## src/inc/tgc_pkg.sv

```systemverilog
/*
 * Shared constants and types of the thermal gauge command handler.
 * Assumes byte-wide ASCII traffic from a UART outside the block.
 */
package tgc_pkg;
  localparam int NCH = 10;
  localparam int CHW = 4;
  ////////////////////////////////////////////////////////////////////////
  // Characters
  localparam logic [7:0] CH_AT = 8'h40;
  localparam logic [7:0] CH_CR = 8'h0d;
  localparam logic [7:0] CH_COLON = 8'h3a;
  localparam logic [7:0] CH_QM = 8'h3f;
  localparam logic [7:0] CH_0 = 8'h30;
  localparam logic [7:0] CH_1 = 8'h31;
  localparam logic [7:0] CH_9 = 8'h39;
  localparam logic [7:0] CH_N = 8'h4e;
  localparam logic [7:0] CH_H = 8'h48;
  localparam logic [7:0] CH_A = 8'h41;
  localparam logic [7:0] CH_E = 8'h45;
  localparam logic [7:0] CH_D = 8'h44;
  localparam logic [7:0] CH_O = 8'h4f;
  localparam logic [7:0] CH_F = 8'h46;
  localparam logic [7:0] CH_ACK = 8'h3e;
  localparam logic [7:0] CH_NAK = 8'h3f;
  localparam logic [7:0] CH_CV1 = 8'h34;
  localparam logic [7:0] CH_CV2 = 8'h35;
  localparam logic [7:0] ST_PIR = 8'h33;
  ////////////////////////////////////////////////////////////////////////
  // Opcodes, three ASCII characters
  localparam logic [23:0] OP_POWER = 24'h303831;
  localparam logic [23:0] OP_STYPE = 24'h303639;
  localparam logic [23:0] OP_GAS = 24'h303633;
  localparam logic [23:0] OP_CVAR = 24'h303638;
  localparam logic [23:0] OP_UZERO = 24'h303536;
  localparam logic [23:0] OP_ZERO = 24'h303531;
  localparam logic [23:0] OP_AZREF = 24'h303539;
  localparam logic [23:0] OP_AZEN = 24'h303538;
  localparam logic [23:0] OP_SPANEN = 24'h303537;
  localparam logic [23:0] OP_SPANATM = 24'h303533;
  localparam logic [23:0] OP_RDG = 24'h363031;
  localparam logic [23:0] OP_RDGTS = 24'h363032;
  localparam logic [23:0] OP_VOLT = 24'h363033;
  localparam logic [23:0] OP_LEAK = 24'h363036;
  localparam logic [23:0] OP_STAT = 24'h363038;
  ////////////////////////////////////////////////////////////////////////
  // Register port
  localparam logic [3:0] REG_CTRL = 4'h0;
  localparam logic [3:0] REG_STAT = 4'h1;
  localparam logic [3:0] REG_REJ = 4'h2;
  localparam int CTRL_EN = 0;
  localparam int STAT_BUSY = 0;
  localparam int STAT_REJ = 1;
  localparam logic EN_RST = 1'b1;
  ////////////////////////////////////////////////////////////////////////
  // Types
  typedef enum logic [1:0] {
    P_HUNT = 2'b00, P_OP = 2'b01, P_ID = 2'b10, P_ARG = 2'b11
  } tgc_pst_e;
  typedef struct packed {
    logic [23:0] op;
    logic [7:0] id;
    logic [7:0] arg0;
    logic [7:0] arg1;
    logic [7:0] arg2;
    logic [1:0] argn;
    logic query;
    logic bad;
  } tgc_cmd_t;
  typedef struct packed {
    tgc_pst_e st;
    logic [1:0] opn;
    logic full;
    tgc_cmd_t cmd;
  } tgc_prs_t;
  typedef enum logic [1:0] {
    GAS_N = 2'b00, GAS_H = 2'b01, GAS_A = 2'b10
  } tgc_gas_e;
  typedef struct packed {
    logic power;
    logic cvar2;
    tgc_gas_e gas;
    logic uzero;
    logic azero;
    logic [CHW-1:0] azref;
    logic span;
  } tgc_cfg_t;
  localparam tgc_cfg_t CFG_RST = '{power: 1'b0, cvar2: 1'b0, gas: GAS_N,
    uzero: 1'b0, azero: 1'b0, azref: 4'h0, span: 1'b0};
  typedef struct packed {
    logic installed;
    logic in_range;
    logic under_range;
    logic convection;
  } tgc_sens_t;
  typedef enum logic [2:0] {
    RPT_RDG = 3'b000, RPT_RDGTS = 3'b001, RPT_VOLT = 3'b010,
    RPT_LEAK = 3'b011, RPT_STAT = 3'b100
  } tgc_rpt_e;
  typedef enum logic [1:0] {
    T_IDLE = 2'b00, T_CHAR = 2'b01, T_CR = 2'b10
  } tgc_tst_e;
  typedef struct packed {
    tgc_tst_e st;
    logic [7:0] data;
  } tgc_tx_t;
  typedef enum logic {H_IDLE = 1'b0, H_EXEC = 1'b1} tgc_hst_e;
endpackage

```

## src/tgc_parser.sv

```systemverilog
/*
 * Frames the received byte stream into commands.
 * Assumes rx bytes are synchronous to clk, one per rx_valid cycle.
 */
`timescale 1ns/1ps
module tgc_parser (
  input wire clk,
  input wire reset_n,
  input wire ce,
  input wire rx_valid,
  input wire [7:0] rx_data,
  output logic rx_ready,
  output logic cmd_valid,
  output tgc_pkg::tgc_cmd_t cmd,
  input wire cmd_ready
);
  tgc_pkg::tgc_prs_t r;
  tgc_pkg::tgc_prs_t next_r;

  assign rx_ready = !r.full;
  assign cmd_valid = r.full;
  assign cmd = r.cmd;

  always_comb begin
    next_r = r;
    if (r.full && cmd_ready) begin
      next_r.full = 1'b0;
    end
    if (!r.full && rx_valid) begin
      if (rx_data == tgc_pkg::CH_AT) begin
        next_r.st = tgc_pkg::P_OP;
        next_r.opn = 2'b00;
        next_r.cmd = '0;
      end else if (rx_data == tgc_pkg::CH_CR) begin
        if (r.st != tgc_pkg::P_HUNT) begin
          next_r.full = 1'b1;
          next_r.st = tgc_pkg::P_HUNT;
          if (r.st == tgc_pkg::P_OP || r.st == tgc_pkg::P_ID) begin
            next_r.cmd.bad = 1'b1;
          end
        end
      end else begin
        case (r.st)
          tgc_pkg::P_OP: begin
            next_r.cmd.op = {r.cmd.op[15:0], rx_data};
            next_r.opn = r.opn + 2'b01;
            if (r.opn == 2'b10) begin
              next_r.st = tgc_pkg::P_ID;
            end
          end
          tgc_pkg::P_ID: begin
            next_r.cmd.id = rx_data;
            next_r.st = tgc_pkg::P_ARG;
          end
          tgc_pkg::P_ARG: begin
            if (rx_data == tgc_pkg::CH_QM) begin
              next_r.cmd.query = 1'b1;
            end else if (rx_data != tgc_pkg::CH_COLON) begin
              case (r.cmd.argn)
                2'b00: next_r.cmd.arg0 = rx_data;
                2'b01: next_r.cmd.arg1 = rx_data;
                2'b10: next_r.cmd.arg2 = rx_data;
                default: next_r.cmd.bad = 1'b1;
              endcase
              if (r.cmd.argn != 2'b11) begin
                next_r.cmd.argn = r.cmd.argn + 2'b01;
              end
            end
          end
          default: next_r.st = tgc_pkg::P_HUNT;
        endcase
      end
    end
  end

  always_ff @(posedge clk or negedge reset_n) begin
    if (!reset_n) begin
      r <= '0;
    end else if (ce) begin
      r <= next_r;
    end
  end
endmodule // tgc_parser

```

## src/tgc_tx.sv

```systemverilog
/*
 * Sends a one-character answer followed by carriage return.
 * Assumes the UART transmitter outside takes a byte when tx_ready is high.
 */
`timescale 1ns/1ps
module tgc_tx (
  input wire clk,
  input wire reset_n,
  input wire ce,
  input wire send,
  input wire [7:0] send_byte,
  output logic idle,
  output logic tx_valid,
  output logic [7:0] tx_data,
  input wire tx_ready
);
  tgc_pkg::tgc_tx_t r;
  tgc_pkg::tgc_tx_t next_r;

  assign idle = (r.st == tgc_pkg::T_IDLE);
  assign tx_valid = !idle;
  assign tx_data = r.data;

  always_comb begin
    next_r = r;
    case (r.st)
      tgc_pkg::T_IDLE: begin
        if (send) begin
          next_r.st = tgc_pkg::T_CHAR;
          next_r.data = send_byte;
        end
      end
      tgc_pkg::T_CHAR: begin
        if (tx_ready) begin
          next_r.st = tgc_pkg::T_CR;
          next_r.data = tgc_pkg::CH_CR;
        end
      end
      tgc_pkg::T_CR: begin
        if (tx_ready) begin
          next_r.st = tgc_pkg::T_IDLE;
        end
      end
      default: next_r.st = tgc_pkg::T_IDLE;
    endcase
  end

  always_ff @(posedge clk or negedge reset_n) begin
    if (!reset_n) begin
      r <= '0;
    end else if (ce) begin
      r <= next_r;
    end
  end
endmodule // tgc_tx

```

## src/tgc_handler.sv

```systemverilog
/*
 * Command interpreter for ten thermal-conductivity gauge channels.
 * Assumes a UART outside delivers and takes bytes, and that sensor
 * status and measurement formatting are provided by logic around it.
 */
// Notes on behaviour
// - Each message names a channel, digits 1 to 9 and then 0 for ten.
// - Every command and request ends with a carriage return.
// - The block takes Pirani or convection gauge detection from the sensor interface.
// - Variant code 4 selects the first variant, 5 the second; first is default.
// - Sensor type answers 3, 4 or 5, only when powered and in range.
// - Gas type takes N, H or A, and nitrogen is the default.
// - Zero channel has no argument and acts only in range or underrange.
// - Auto-zero reference needs both sensors installed; E enables auto-zero and D disables it.
// - Span to atmosphere has no argument and turns the span function on.
// - Status, reading and stamped reading need power and in-range.
// - Sensor voltage, in volts, needs the sensor installed and powered.
`timescale 1ns/1ps
module tgc_handler (
  input wire clk,
  input wire reset_n,
  input wire ce,
  input wire rx_valid,
  input wire [7:0] rx_data,
  output logic rx_ready,
  output logic tx_valid,
  output logic [7:0] tx_data,
  input wire tx_ready,
  input tgc_pkg::tgc_sens_t [tgc_pkg::NCH-1:0] sens,
  output tgc_pkg::tgc_cfg_t [tgc_pkg::NCH-1:0] cfg,
  output logic [tgc_pkg::NCH-1:0] conv_detect,
  output logic [tgc_pkg::NCH-1:0] zero_pulse,
  output logic [tgc_pkg::NCH-1:0] span_pulse,
  output logic rpt_valid,
  output tgc_pkg::tgc_rpt_e rpt_kind,
  output logic [tgc_pkg::CHW-1:0] rpt_chan,
  input wire [3:0] reg_addr,
  input wire [7:0] reg_wdata,
  input wire reg_wr,
  input wire reg_rd,
  output logic [7:0] reg_rdata
);

  ////////////////////////////////////////////////////////////////////////
  // State

  typedef struct packed {
    tgc_pkg::tgc_hst_e fsm;
    tgc_pkg::tgc_cmd_t cmd;
    tgc_pkg::tgc_cfg_t [tgc_pkg::NCH-1:0] cfg;
    logic [tgc_pkg::NCH-1:0] zero_p;
    logic [tgc_pkg::NCH-1:0] span_p;
    logic rpt_valid;
    tgc_pkg::tgc_rpt_e rpt_kind;
    logic [tgc_pkg::CHW-1:0] rpt_chan;
    logic send;
    logic [7:0] send_byte;
    logic enable;
    logic last_rej;
    logic [7:0] rej_cnt;
    logic [7:0] rdata;
  } tgc_hs_t;

  tgc_hs_t r;
  tgc_hs_t next_r;
  logic cmd_valid;
  tgc_pkg::tgc_cmd_t cmd;
  logic cmd_ready;
  logic tx_idle;
  logic [7:0] stype [tgc_pkg::NCH];

  ////////////////////////////////////////////////////////////////////////
  // Helpers

  function automatic logic arg_on(input tgc_pkg::tgc_cmd_t c);
    arg_on = c.argn == 2'b10 && c.arg0 == tgc_pkg::CH_O &&
             c.arg1 == tgc_pkg::CH_N;
  endfunction

  function automatic logic arg_off(input tgc_pkg::tgc_cmd_t c);
    arg_off = c.argn == 2'b11 && c.arg0 == tgc_pkg::CH_O &&
              c.arg1 == tgc_pkg::CH_F && c.arg2 == tgc_pkg::CH_F;
  endfunction

  function automatic logic arg_one(input tgc_pkg::tgc_cmd_t c,
                                   input logic [7:0] ch);
    arg_one = c.argn == 2'b01 && c.arg0 == ch;
  endfunction

  function automatic logic is_digit(input logic [7:0] ch);
    is_digit = ch >= tgc_pkg::CH_0 && ch <= tgc_pkg::CH_9;
  endfunction

  // Digit 1..9 maps to channel 0..8, digit 0 to channel 9
  function automatic logic [tgc_pkg::CHW-1:0] chan_of(input logic [7:0] ch);
    logic [7:0] d;
    d = ch - tgc_pkg::CH_1;
    if (ch == tgc_pkg::CH_0) begin
      chan_of = tgc_pkg::CHW'(tgc_pkg::NCH - 1);
    end else if (is_digit(ch)) begin
      chan_of = d[tgc_pkg::CHW-1:0];
    end else begin
      chan_of = '0;
    end
  endfunction

  ////////////////////////////////////////////////////////////////////////
  // Submodules

  tgc_parser u_parser (
    .clk(clk),
    .reset_n(reset_n),
    .ce(ce),
    .rx_valid(rx_valid),
    .rx_data(rx_data),
    .rx_ready(rx_ready),
    .cmd_valid(cmd_valid),
    .cmd(cmd),
    .cmd_ready(cmd_ready)
  );

  tgc_tx u_tx (
    .clk(clk),
    .reset_n(reset_n),
    .ce(ce),
    .send(r.send),
    .send_byte(r.send_byte),
    .idle(tx_idle),
    .tx_valid(tx_valid),
    .tx_data(tx_data),
    .tx_ready(tx_ready)
  );

  ////////////////////////////////////////////////////////////////////////
  // Per-channel gauge kind

  genvar gi;
  generate
    for (gi = 0; gi < tgc_pkg::NCH; gi++) begin : g_ch
      // Detection comes from the sensor interface, the variant from the host
      always_comb begin
        if (sens[gi].convection) begin
          stype[gi] = r.cfg[gi].cvar2 ? tgc_pkg::CH_CV2 : tgc_pkg::CH_CV1;
        end else begin
          stype[gi] = tgc_pkg::ST_PIR;
        end
      end
      assign conv_detect[gi] = sens[gi].convection;
    end
  endgenerate

  ////////////////////////////////////////////////////////////////////////
  // Outputs

  assign cfg = r.cfg;
  assign zero_pulse = r.zero_p;
  assign span_pulse = r.span_p;
  assign rpt_valid = r.rpt_valid;
  assign rpt_kind = r.rpt_kind;
  assign rpt_chan = r.rpt_chan;
  assign reg_rdata = r.rdata;
  // A command is taken only when the answer path is free
  assign cmd_ready = r.fsm == tgc_pkg::H_IDLE && r.enable && tx_idle &&
                     !r.send;

  ////////////////////////////////////////////////////////////////////////
  // Next state

  always_comb begin
    logic [tgc_pkg::CHW-1:0] ch;
    logic [tgc_pkg::CHW-1:0] rch;
    tgc_pkg::tgc_sens_t s;
    logic ok;
    logic reply;
    logic [7:0] ans;
    ch = '0;
    rch = '0;
    s = '0;
    ok = 1'b0;
    reply = 1'b1;
    ans = tgc_pkg::CH_ACK;
    next_r = r;
    next_r.zero_p = '0;
    next_r.span_p = '0;
    next_r.rpt_valid = 1'b0;
    next_r.send = 1'b0;

    // Register port
    if (reg_wr && reg_addr == tgc_pkg::REG_CTRL) begin
      next_r.enable = reg_wdata[tgc_pkg::CTRL_EN];
    end
    next_r.rdata = '0;
    if (reg_rd) begin
      case (reg_addr)
        tgc_pkg::REG_CTRL: next_r.rdata[tgc_pkg::CTRL_EN] = r.enable;
        tgc_pkg::REG_STAT: begin
          next_r.rdata[tgc_pkg::STAT_BUSY] = r.fsm != tgc_pkg::H_IDLE ||
                                             !tx_idle;
          next_r.rdata[tgc_pkg::STAT_REJ] = r.last_rej;
        end
        tgc_pkg::REG_REJ: next_r.rdata = r.rej_cnt;
        default: next_r.rdata = '0;
      endcase
    end

    case (r.fsm)
      tgc_pkg::H_IDLE: begin
        if (cmd_valid && cmd_ready) begin
          next_r.cmd = cmd;
          next_r.fsm = tgc_pkg::H_EXEC;
        end
      end
      tgc_pkg::H_EXEC: begin
        next_r.fsm = tgc_pkg::H_IDLE;
        ch = chan_of(r.cmd.id);
        s = sens[ch];
        if (!r.cmd.bad && is_digit(r.cmd.id)) begin
          case (r.cmd.op)
            tgc_pkg::OP_POWER: begin
              ok = s.installed && !r.cmd.query &&
                   (arg_on(r.cmd) || arg_off(r.cmd));
              if (ok) begin
                next_r.cfg[ch].power = arg_on(r.cmd);
              end
            end
            tgc_pkg::OP_STYPE: begin
              ok = r.cmd.query && r.cfg[ch].power && s.in_range;
              ans = stype[ch];
            end
            tgc_pkg::OP_GAS: begin
              ok = !r.cmd.query && (arg_one(r.cmd, tgc_pkg::CH_N) ||
                   arg_one(r.cmd, tgc_pkg::CH_H) ||
                   arg_one(r.cmd, tgc_pkg::CH_A));
              if (ok) begin
                if (arg_one(r.cmd, tgc_pkg::CH_H)) begin
                  next_r.cfg[ch].gas = tgc_pkg::GAS_H;
                end else if (arg_one(r.cmd, tgc_pkg::CH_A)) begin
                  next_r.cfg[ch].gas = tgc_pkg::GAS_A;
                end else begin
                  next_r.cfg[ch].gas = tgc_pkg::GAS_N;
                end
              end
            end
            tgc_pkg::OP_CVAR: begin
              // Taken whether or not a convection gauge is seen
              ok = !r.cmd.query && (arg_one(r.cmd, tgc_pkg::CH_CV1) ||
                   arg_one(r.cmd, tgc_pkg::CH_CV2));
              if (ok) begin
                next_r.cfg[ch].cvar2 = arg_one(r.cmd, tgc_pkg::CH_CV2);
              end
            end
            tgc_pkg::OP_UZERO: begin
              ok = s.installed && !r.cmd.query &&
                   (arg_on(r.cmd) || arg_off(r.cmd));
              if (ok) begin
                next_r.cfg[ch].uzero = arg_on(r.cmd);
              end
            end
            tgc_pkg::OP_ZERO: begin
              ok = r.cmd.argn == 2'b00 && !r.cmd.query &&
                   (s.in_range || s.under_range);
              if (ok) begin
                next_r.zero_p[ch] = 1'b1;
              end
            end
            tgc_pkg::OP_AZREF: begin
              rch = chan_of(r.cmd.arg0);
              ok = !r.cmd.query && r.cmd.argn == 2'b01 &&
                   is_digit(r.cmd.arg0) && s.installed &&
                   sens[rch].installed;
              if (ok) begin
                next_r.cfg[ch].azref = rch;
              end
            end
            tgc_pkg::OP_AZEN: begin
              ok = !r.cmd.query && (arg_one(r.cmd, tgc_pkg::CH_E) ||
                   arg_one(r.cmd, tgc_pkg::CH_D));
              if (ok) begin
                next_r.cfg[ch].azero = arg_one(r.cmd, tgc_pkg::CH_E);
              end
            end
            tgc_pkg::OP_SPANEN: begin
              ok = !r.cmd.query && (arg_on(r.cmd) || arg_off(r.cmd));
              if (ok) begin
                next_r.cfg[ch].span = arg_on(r.cmd);
              end
            end
            tgc_pkg::OP_SPANATM: begin
              ok = r.cmd.argn == 2'b00 && !r.cmd.query;
              if (ok) begin
                next_r.cfg[ch].span = 1'b1;
                next_r.span_p[ch] = 1'b1;
              end
            end
            tgc_pkg::OP_RDG, tgc_pkg::OP_RDGTS, tgc_pkg::OP_STAT: begin
              ok = r.cmd.query && r.cfg[ch].power && s.in_range;
              reply = !ok;
              if (r.cmd.op == tgc_pkg::OP_RDG) begin
                next_r.rpt_kind = tgc_pkg::RPT_RDG;
              end else if (r.cmd.op == tgc_pkg::OP_RDGTS) begin
                next_r.rpt_kind = tgc_pkg::RPT_RDGTS;
              end else begin
                next_r.rpt_kind = tgc_pkg::RPT_STAT;
              end
            end
            tgc_pkg::OP_VOLT: begin
              ok = r.cmd.query && s.installed && r.cfg[ch].power;
              reply = !ok;
              next_r.rpt_kind = tgc_pkg::RPT_VOLT;
            end
            tgc_pkg::OP_LEAK: begin
              ok = r.cmd.query && s.installed;
              reply = !ok;
              next_r.rpt_kind = tgc_pkg::RPT_LEAK;
            end
            default: ok = 1'b0;
          endcase
        end
        // Refusal answers and leaves every setting as it was
        if (!ok) begin
          next_r.cfg = r.cfg;
          next_r.zero_p = '0;
          next_r.span_p = '0;
          next_r.rpt_kind = r.rpt_kind;
          ans = tgc_pkg::CH_NAK;
          reply = 1'b1;
          next_r.rej_cnt = r.rej_cnt + 8'h01;
        end
        next_r.last_rej = !ok;
        next_r.rpt_valid = ok && !reply;
        next_r.rpt_chan = ok && !reply ? ch : r.rpt_chan;
        next_r.send = reply;
        next_r.send_byte = ans;
      end
      default: next_r.fsm = tgc_pkg::H_IDLE;
    endcase
  end

  ////////////////////////////////////////////////////////////////////////
  // Registers

  always_ff @(posedge clk or negedge reset_n) begin
    if (!reset_n) begin
      r <= '0;
      r.cfg <= {tgc_pkg::NCH{tgc_pkg::CFG_RST}};
      r.enable <= tgc_pkg::EN_RST;
    end else if (ce) begin
      r <= next_r;
    end
  end

endmodule // tgc_handler

```

## config.mk

```make
export PLATFORM = sky130hd
export DESIGN_NAME = tgc_handler
export DESIGN_NICKNAME = d
export VERILOG_FILES = /design/src/inc/tgc_pkg.sv /design/src/tgc_parser.sv /design/src/tgc_tx.sv /design/src/tgc_handler.sv
export SDC_FILE = /design/constraint.sdc
export NUM_CORES = 1
export LEC_CHECK = 0
export BUFFER_PORTS_ARGS = -buffer_cell sky130_fd_sc_hd__buf_2
export CORE_UTILIZATION = 50
export CTS_BUF_LIST = sky130_fd_sc_hd__clkbuf_8
export DETAILED_ROUTE_END_ITERATION = 16
export PLACE_DENSITY = 0.81
export SETUP_SLACK_MARGIN = 0.1
export SYNTH_ARGS = -nofsm -noshare
export SYNTH_HDL_FRONTEND = slang
export SYNTH_SLANG_ARGS = --single-unit
```

## constraint.sdc

```tcl
create_clock -name clk -period 10 [get_ports clk]
set_clock_uncertainty 0.05 [all_clocks]
set_input_delay 0.5 -clock clk [delete_from_list [all_inputs] [get_ports clk]]
set_output_delay 0.5 -clock clk [all_outputs]
set_load 0.01 [all_outputs]
```

==> results.md, run 1 <==
- Total Routed Length: between 40000 and 50000 um
- Worst hold stages: 2
- First-pass GRT wire length: ~69000 um
- Slowest stage delay, CP: about 0.83 ns
- Power Dens Cells: between 150 and 200 nW/um^2
- Final period demand of the worst path: 4.734 ns
- Worst reg-to-reg setup slack: about 5.3 ns
- Worst path slowest cell: nand4bb_1
- Sum Neg Setup Slack: 0 ns
- Initial DRC Count: 1302
- Setup CP Type: flip-flop to flip-flop
- Final std cells w/o fill: roughly 2000
- EDFF count, synth: 0
- Buf/Inv on CP: 0
- Tot Pwr: roughly 3.3 mW
- Via/cell ratio: 6.229
- Initial antenna violation count: 0
- P_leak: 8.185 nW
- GPL Wtd Cong: roughly 0.95
- CP Depth: 9
- Final antenna-violating net count: 0
- Placed insts: between 1500 and 2000
- Crit path max fanout: 19
- Most frequent cells in the layout: dfrtp_1, buf_2, mux2_2
- Die height: 180.1 um
- Vias in the first global route: ~12000
- Period utilization: 47.34%
- Wirelength per Cell: 21.85 um
- Reg2Reg Depth: 9
- Status: finished, final reports clean
- Syn-to-layout area delta: 7.401%
- Critical Path AT: around 5 ns
- Critical Path Source Type: flip-flop
- Syn avg cell area: between 10 and 15 um^2
- Maxcap violations: 0
- Num CTS Buffers: 48
- Clock Latency Late Sink: between 0.5 and 0.6 ns
- Rel. slew slack: a little under a quarter
- CTS Buffer Depth: 3
- GRT Overall Usage: around a quarter
- Async set-reset flop share out of synthesis: 100.0%
- Buffers added on ports: between 200 and 250
- Syn Std Cell Area: 15860 um^2
- DIE AREA: 32430 um^2
- Fraction of layout cells with a size suffix above 1: 31.76%
- Row cnt: 64
- RSZ-0062 raised after global routing: false
- Post-CTS Setup Repair Bufs: 0
- Die Width: 180.1 um
- Commonest non-fill, non-tap cell in the layout: dfrtp_1
- Congestion Overflow GR: 0
- CP Capture Type: flip-flop
- Synth warnings: 0
- Initial Util: between 50% and 60%
- DR pass1 iterations: 6
- Worst hold endpoint: r[17]
- Crit-path leading delay family: simple AND/OR/NAND/NOR gates
- Area contributors post-synth: dfrtp_1, mux2_2, buf_4, o21ai_0, o31ai_1
- Clock transition at path regs: about 0.07 ns
- Synthesized flop and latch total: between 200 and 300
- Critical-path cell list: nand4bb_1, nor2_1, nand3_1, a311oi_2, nor2_1, a311oi_1, nand4_1, a21oi_1, mux2_2
- Final net count: approximately 1600
- Synth unique cells: 91
- Post-CTS sizing: 0
- CTS Sinks: roughly 300
- DP HPWL: between 30000 and 40000 um
- F_max: around 0.21 GHz
- Reg-to-Reg End: r[9]
- Fin. Hold Viols: 0
- Hold Crit Start: reg_wdata[0]
- Mapped Cells: approximately 1500
- Yosys top cell area share: 46.55%
- Top cell by count, worst path: nor2_1
- Count of final setup violators: 0
- Worst vdd ir: 0.0001627 V
- Syn nets: about 1600
- Worst R2R Start: r[199]
- DRC: 0
- Post-synthesis sequential area ratio: about 47%
- CTS tree: done
- Number of diodes: 0
- WP data required: around 10 ns
- Placed Area: about 16000 um^2
- Largest area contributor in the netlist: dfrtp_1
- Hold Slack: 0.1313 ns
- Core outline area: 30910 um^2
- Slew @ Worst Pin: between 1 and 1.5 ns
- Post-CTS Hold Buffers: 1
- Vias: roughly 12000
- Synth Flop Type: dfrtp_1
- Final Instance Area: 17030 um^2
- # IOs: ~230
- Clk Tree Root Cell: clkbuf_8
- Slew Limit Fails: 0
- Pin count of the biggest net entering global routing: 85
- H-tree levels: 2
- HP Class: input port to flip-flop
## routing by layer
metal | GRT usage (%) | up-vias | wire length (um)
met4 | 9.436 | 0 | 1299
li1 | - | 5452 | -
met2 | 43.02 | 636 | 20090
met1 | 36.86 | 6173 | 18590
met3 | 4.062 | 92 | 3337
met5 | 0 | - | 0
## registers in the layout (all words and copies together) (netlist names)
signal,count
zero_pulse,10
r,77
rpt_valid,1
rpt_kind,3
u_tx.tx_data,6
span_pulse,10
u_tx.r,2
rpt_chan,4
cfg,110
reg_rdata,8
u_parser.r,4
u_parser.cmd_valid,1
u_parser.cmd,60
## kinds of logic after synthesis
group,share of synthesized area [%]
AO/OA/AOI/OAI,15.53
AND/OR/NAND/NOR,13.89
XOR/XNOR,0.3314
adder cells (fa/ha/maj),1.499
buffers and inverters,10.34
multiplexers,11.69
flip-flops,46.72
## how the worst max path moves through the flow
| stage | from | end | slack (ns) |
|---|---|---|---|
| finish | r[199] | r[9] | 5.27 |
| global route | r[193] | r[9] | 5.03 |
| CTS | r[199] | r[9] | 5.44 |
| detailed placement | r[199] | r[9] | 5.46 |
| global placement | r[199] | r[9] | 5.54 |
| floorplan | r[193] | r[9] | 5.49 |
## synth_stat cells, drive strengths merged (9+ instances only)
cell and count:
a22oi 9, or3 23, clkbuf 66, or2 9
buf 175, and3 21, a21oi 29, ha 19
dfrtp 295, o22ai 10, o21bai 9, a22o 23
o31ai 51, o2bb2ai 15, a31oi 9, o41ai 9
nor3b 9, nand4 9, nand2 90, inv 26
nand3 35, o21ai 118, mux2 149, nand2b 11
nor4 14, a221o 11, and2 9, nor2 85
nor3 29, mux2i 10
## final cells by class
cell class              instances  area, um^2
clock buffers                  60       825.8
clock inverters                21       100.1
fillers                      2650       13880
inverters                      27       101.3
multi-input cells             940        6827
flip-flops and latches        296        7408
well taps                     396       495.5
repair buffers                243        1274
## report_power, final
group | switching [mW] | internal [mW] | total [mW]
sequential | 0.172 | 1.38 | 1.55
clock | 0.475 | 0.538 | 1.01
combinational | 0.416 | 0.323 | 0.739
total | 1.06 | 2.24 | 3.30
## stage by stage
stage               util [%]  setup WS [ns]
finish                 55.10          5.266
global route           55.10          5.028
CTS                    55.10          5.436
detailed placement     52.07          5.458
global placement       52.07          5.538
floorplan                  -          5.486
Note: power is estimated with default switching activity, not from simulation.
==> inputs of run 2 (changes only) <==
--- a/config.mk
+++ b/config.mk
@@ -5,6 +5,7 @@
 export SDC_FILE = /design/constraint.sdc
 export NUM_CORES = 1
 export LEC_CHECK = 0
+export ABC_AREA = 1
 export BUFFER_PORTS_ARGS = -buffer_cell sky130_fd_sc_hd__buf_2
 export CORE_UTILIZATION = 50
 export CTS_BUF_LIST = sky130_fd_sc_hd__clkbuf_8
==> constraint.sdc (replaced) <==
create_clock -name clk -period 4.8 [get_ports clk]
set_clock_uncertainty 0.05 [all_clocks]
set_input_delay 0.24 -clock clk [delete_from_list [all_inputs] [get_ports clk]]
set_output_delay 0.24 -clock clk [all_outputs]
set_load 0.01 [all_outputs]
==> run 2 against run 1 <==
- non-clock buffer count up 14
- clock-buffer cell count down 4
- first-iteration DRC count rose by 10%
- critical endpoint is now zero_pulse[4]
==> results.md, run 2 <==
- Largest area contributor in the netlist: dfrtp_1
- Area contributors post-synth: dfrtp_1, nand2_1, buf_4, o21ai_0, nor2_1
- WP data required: between 5 and 6 ns
- F_max: ~0.25 GHz
- Clock transition at path regs: approximately 0.060 ns
- CTS Sinks: ~300
- Slew @ Worst Pin: a little under 1 ns
- Die height: about 180 um
- Final net count: between 2000 and 2500
- Worst vdd ir: 0.0003163 V
- Final period demand of the worst path: around 4 ns
- Core outline area: between 30000 and 40000 um^2
- Row cnt: between 60 and 70
- First-pass GRT wire length: roughly 75000 um
- Initial Util: between 50 and 60%
- Setup CP Type: flip-flop to flip-flop
- Commonest cells post-synth: nand2_1, dfrtp_1, o21ai_0, nor2_1, inv_1
- Synth Flop Type: dfrtp_1
- DRC: 0
- Count leader, synth: nand2_1
- Fraction of layout cells with a size suffix above 1: 17.72%
- Initial antenna violation count: 3
- Syn avg cell area: roughly 7.9 um^2
- Most frequent cells in the layout: nand2_1, dfrtp_1, buf_2
- GRT Overall Usage: between 20% and 30%
- Clk Tree Root Cell: clkbuf_8
- Post-CTS Setup Repair Bufs: 0
- Hold Slack: roughly 0.06 ns
- Max reg flops: 110
- # IOs: around 230
- Placed Area: ~17000 um^2
- Final antenna-violating net count: 0
- Vias in the first global route: 13990
- DP HPWL: approximately 35000 um
- Syn-to-layout area delta: 7.722%
- Biggest register: cfg
- DR pass1 iterations: 6
- CTS Buffer Depth: 3
- Die Width: around 180 um
- Critical Path AT: 4.44 ns
- Slew Limit Fails: 0
- Total Routed Length: 48670 um
- Congestion Overflow GR: 0
- Synthesized flop and latch total: roughly 300
- Final Instance Area: ~18000 um^2
- Critical Path Source Type: flip-flop
- Syn Std Cell Area: approximately 17000 um^2
- Sum Neg Setup Slack: 0 ns
- Crit path max fanout: 27
- Yosys top cell area share: 44.15%
- Worst setup margin: 0.7910 ns
- Async set-reset flop share out of synthesis: between 90% and 100%
- Wirelength per Cell: 18.24 um
- Vias: ~15000
- Post-Route Utilization: 55.08%
- Synth unique cells: about 60
- Pin count of the biggest net entering global routing: 117
- Syn nets: between 2000 and 2500
- HP Class: input port to flip-flop
- Dpl ws: approximately 0.9 ns
- RSZ-0062 raised after global routing: false
- Rel. slew slack: between 30% and 40%
- Commonest non-fill, non-tap cell in the layout: nand2_1
- P_leak: a little over 9 nW
- Maxcap violations: 0
- EDFF count, synth: 0
- Status: finished, final reports clean
- Power Dens Cells: roughly 350 nW/um^2
- Initial DRC Count: 1433
- Num CTS Buffers: just under 50
- Synth warnings: 0
- Clock Latency Late Sink: around 0.59 ns
- Fin. Hold Viols: 0
- GPL Wtd Cong: 0.9476
- Period utilization: approximately 84%
- Via/cell ratio: about 5.6
- Mapped Cells: around 2100
- DIE AREA: ~34000 um^2
- Post-synthesis sequential area ratio: around 44%
- Count of final setup violators: 0
- CTS tree: done
- Buffers added on ports: 225
- H-tree levels: 2
- CP Capture Type: flip-flop
run 2: cell types whose count changed after synthesis, sizes merged, moves of 23 or more:
cell,before,now
o21ai,118,252
or3,23,0
nor2,85,210
mux2,149,16
inv,26,192
a21oi,29,54
o31ai,51,2
nand2,90,497
nand3,35,131
nand4,9,33
run 2: metal layers:
metal  track usage [%]  vias up  routed length [um]
li1                  -     6965                   -
met1             37.30     7083               19730
met2             45.68      800               22450
met3             4.974      146                4541
met4             11.64        0                1941
met5                 0        -                   0
run 2: worst paths after layout:
kind / startpoint / endpoint / slack [ns] / depth (start not counted)
max: r[193] / zero_pulse[4] / 0.79 / 13
min: rx_data[6] / u_parser.cmd[42] / 0.06 / 5
max reg2reg: r[193] / zero_pulse[4] / 0.79 / 13
min reg2reg: r[23] / r[23] / 0.42 / 2
max in group asynchronous: reset_n / r[197] / 3.29 / 3
min in group asynchronous: reset_n / cfg[107] / 0.20 / 2
run 2: what timing repair did:
action                                 4_1_cts  5_1_grt
gates resized for setup                      0        0
hold buffers                                12        0
endpoints found under the hold margin       89        0
run 2: critical path, cell delays in order, from the launching register on:
cell	delay, ns
dfrtp_1	0.39
inv_2	0.12
ha_1	0.25
nand2_1	0.09
nand3_2	0.14
nand3_4	0.17
nand2_4	0.23
nor2_1	0.48
inv_1	0.19
nor2_1	0.80
inv_1	0.43
nor3_1	0.27
nand3_1	0.10
o21ai_0	0.21
run 2: cell type report:
class / count / area (um^2)
fillers: 2998 / 14690
flip-flops and latches: 296 / 7408
multi-input cells: 1389 / 6985
repair buffers: 257 / 1419
clock buffers: 56 / 770.7
inverters: 199 / 753.2
well taps: 442 / 553.0
clock inverters: 26 / 116.4
diodes: 3 / 7.507
run 2: power by group:
group | total, mW | switching, mW | internal [mW] | leakage, nW
Sequential | 3.08 | 0.250 | 2.83 | 3.78
Clock | 2.07 | 1.01 | 1.06 | 0.529
Combinational | 1.13 | 0.761 | 0.373 | 4.78
Total | 6.28 | 2.02 | 4.26 | 9.09
run 2: cell families (layout without fill, tap and decap cells):
group / Yosys count / after routing / share of synthesized area, %
DFF: 296 / 296 / 44.30
adders and majority gates: 19 / 19 / 1.422
and+or+nand+nor: 932 / 932 / 24.61
AOI/OAI and AO/OA: 412 / 412 / 14.10
other: 0 / 3 / 0
buffers and inverters: 438 / 538 / 13.96
xor gates and xnor gates: 10 / 10 / 0.5237
muxes: 16 / 16 / 1.077
run 2: stage by stage:
| step | total power, mW | cells |
|---|---|---|
| after floorplan | 3.860 | 2123 |
| after global placement | 4.154 | 2571 |
| after detailed placement | 4.222 | 2571 |
| after CTS | 6.286 | 2665 |
| after global routing | 6.603 | 2668 |
| final | 6.282 | 2668 |
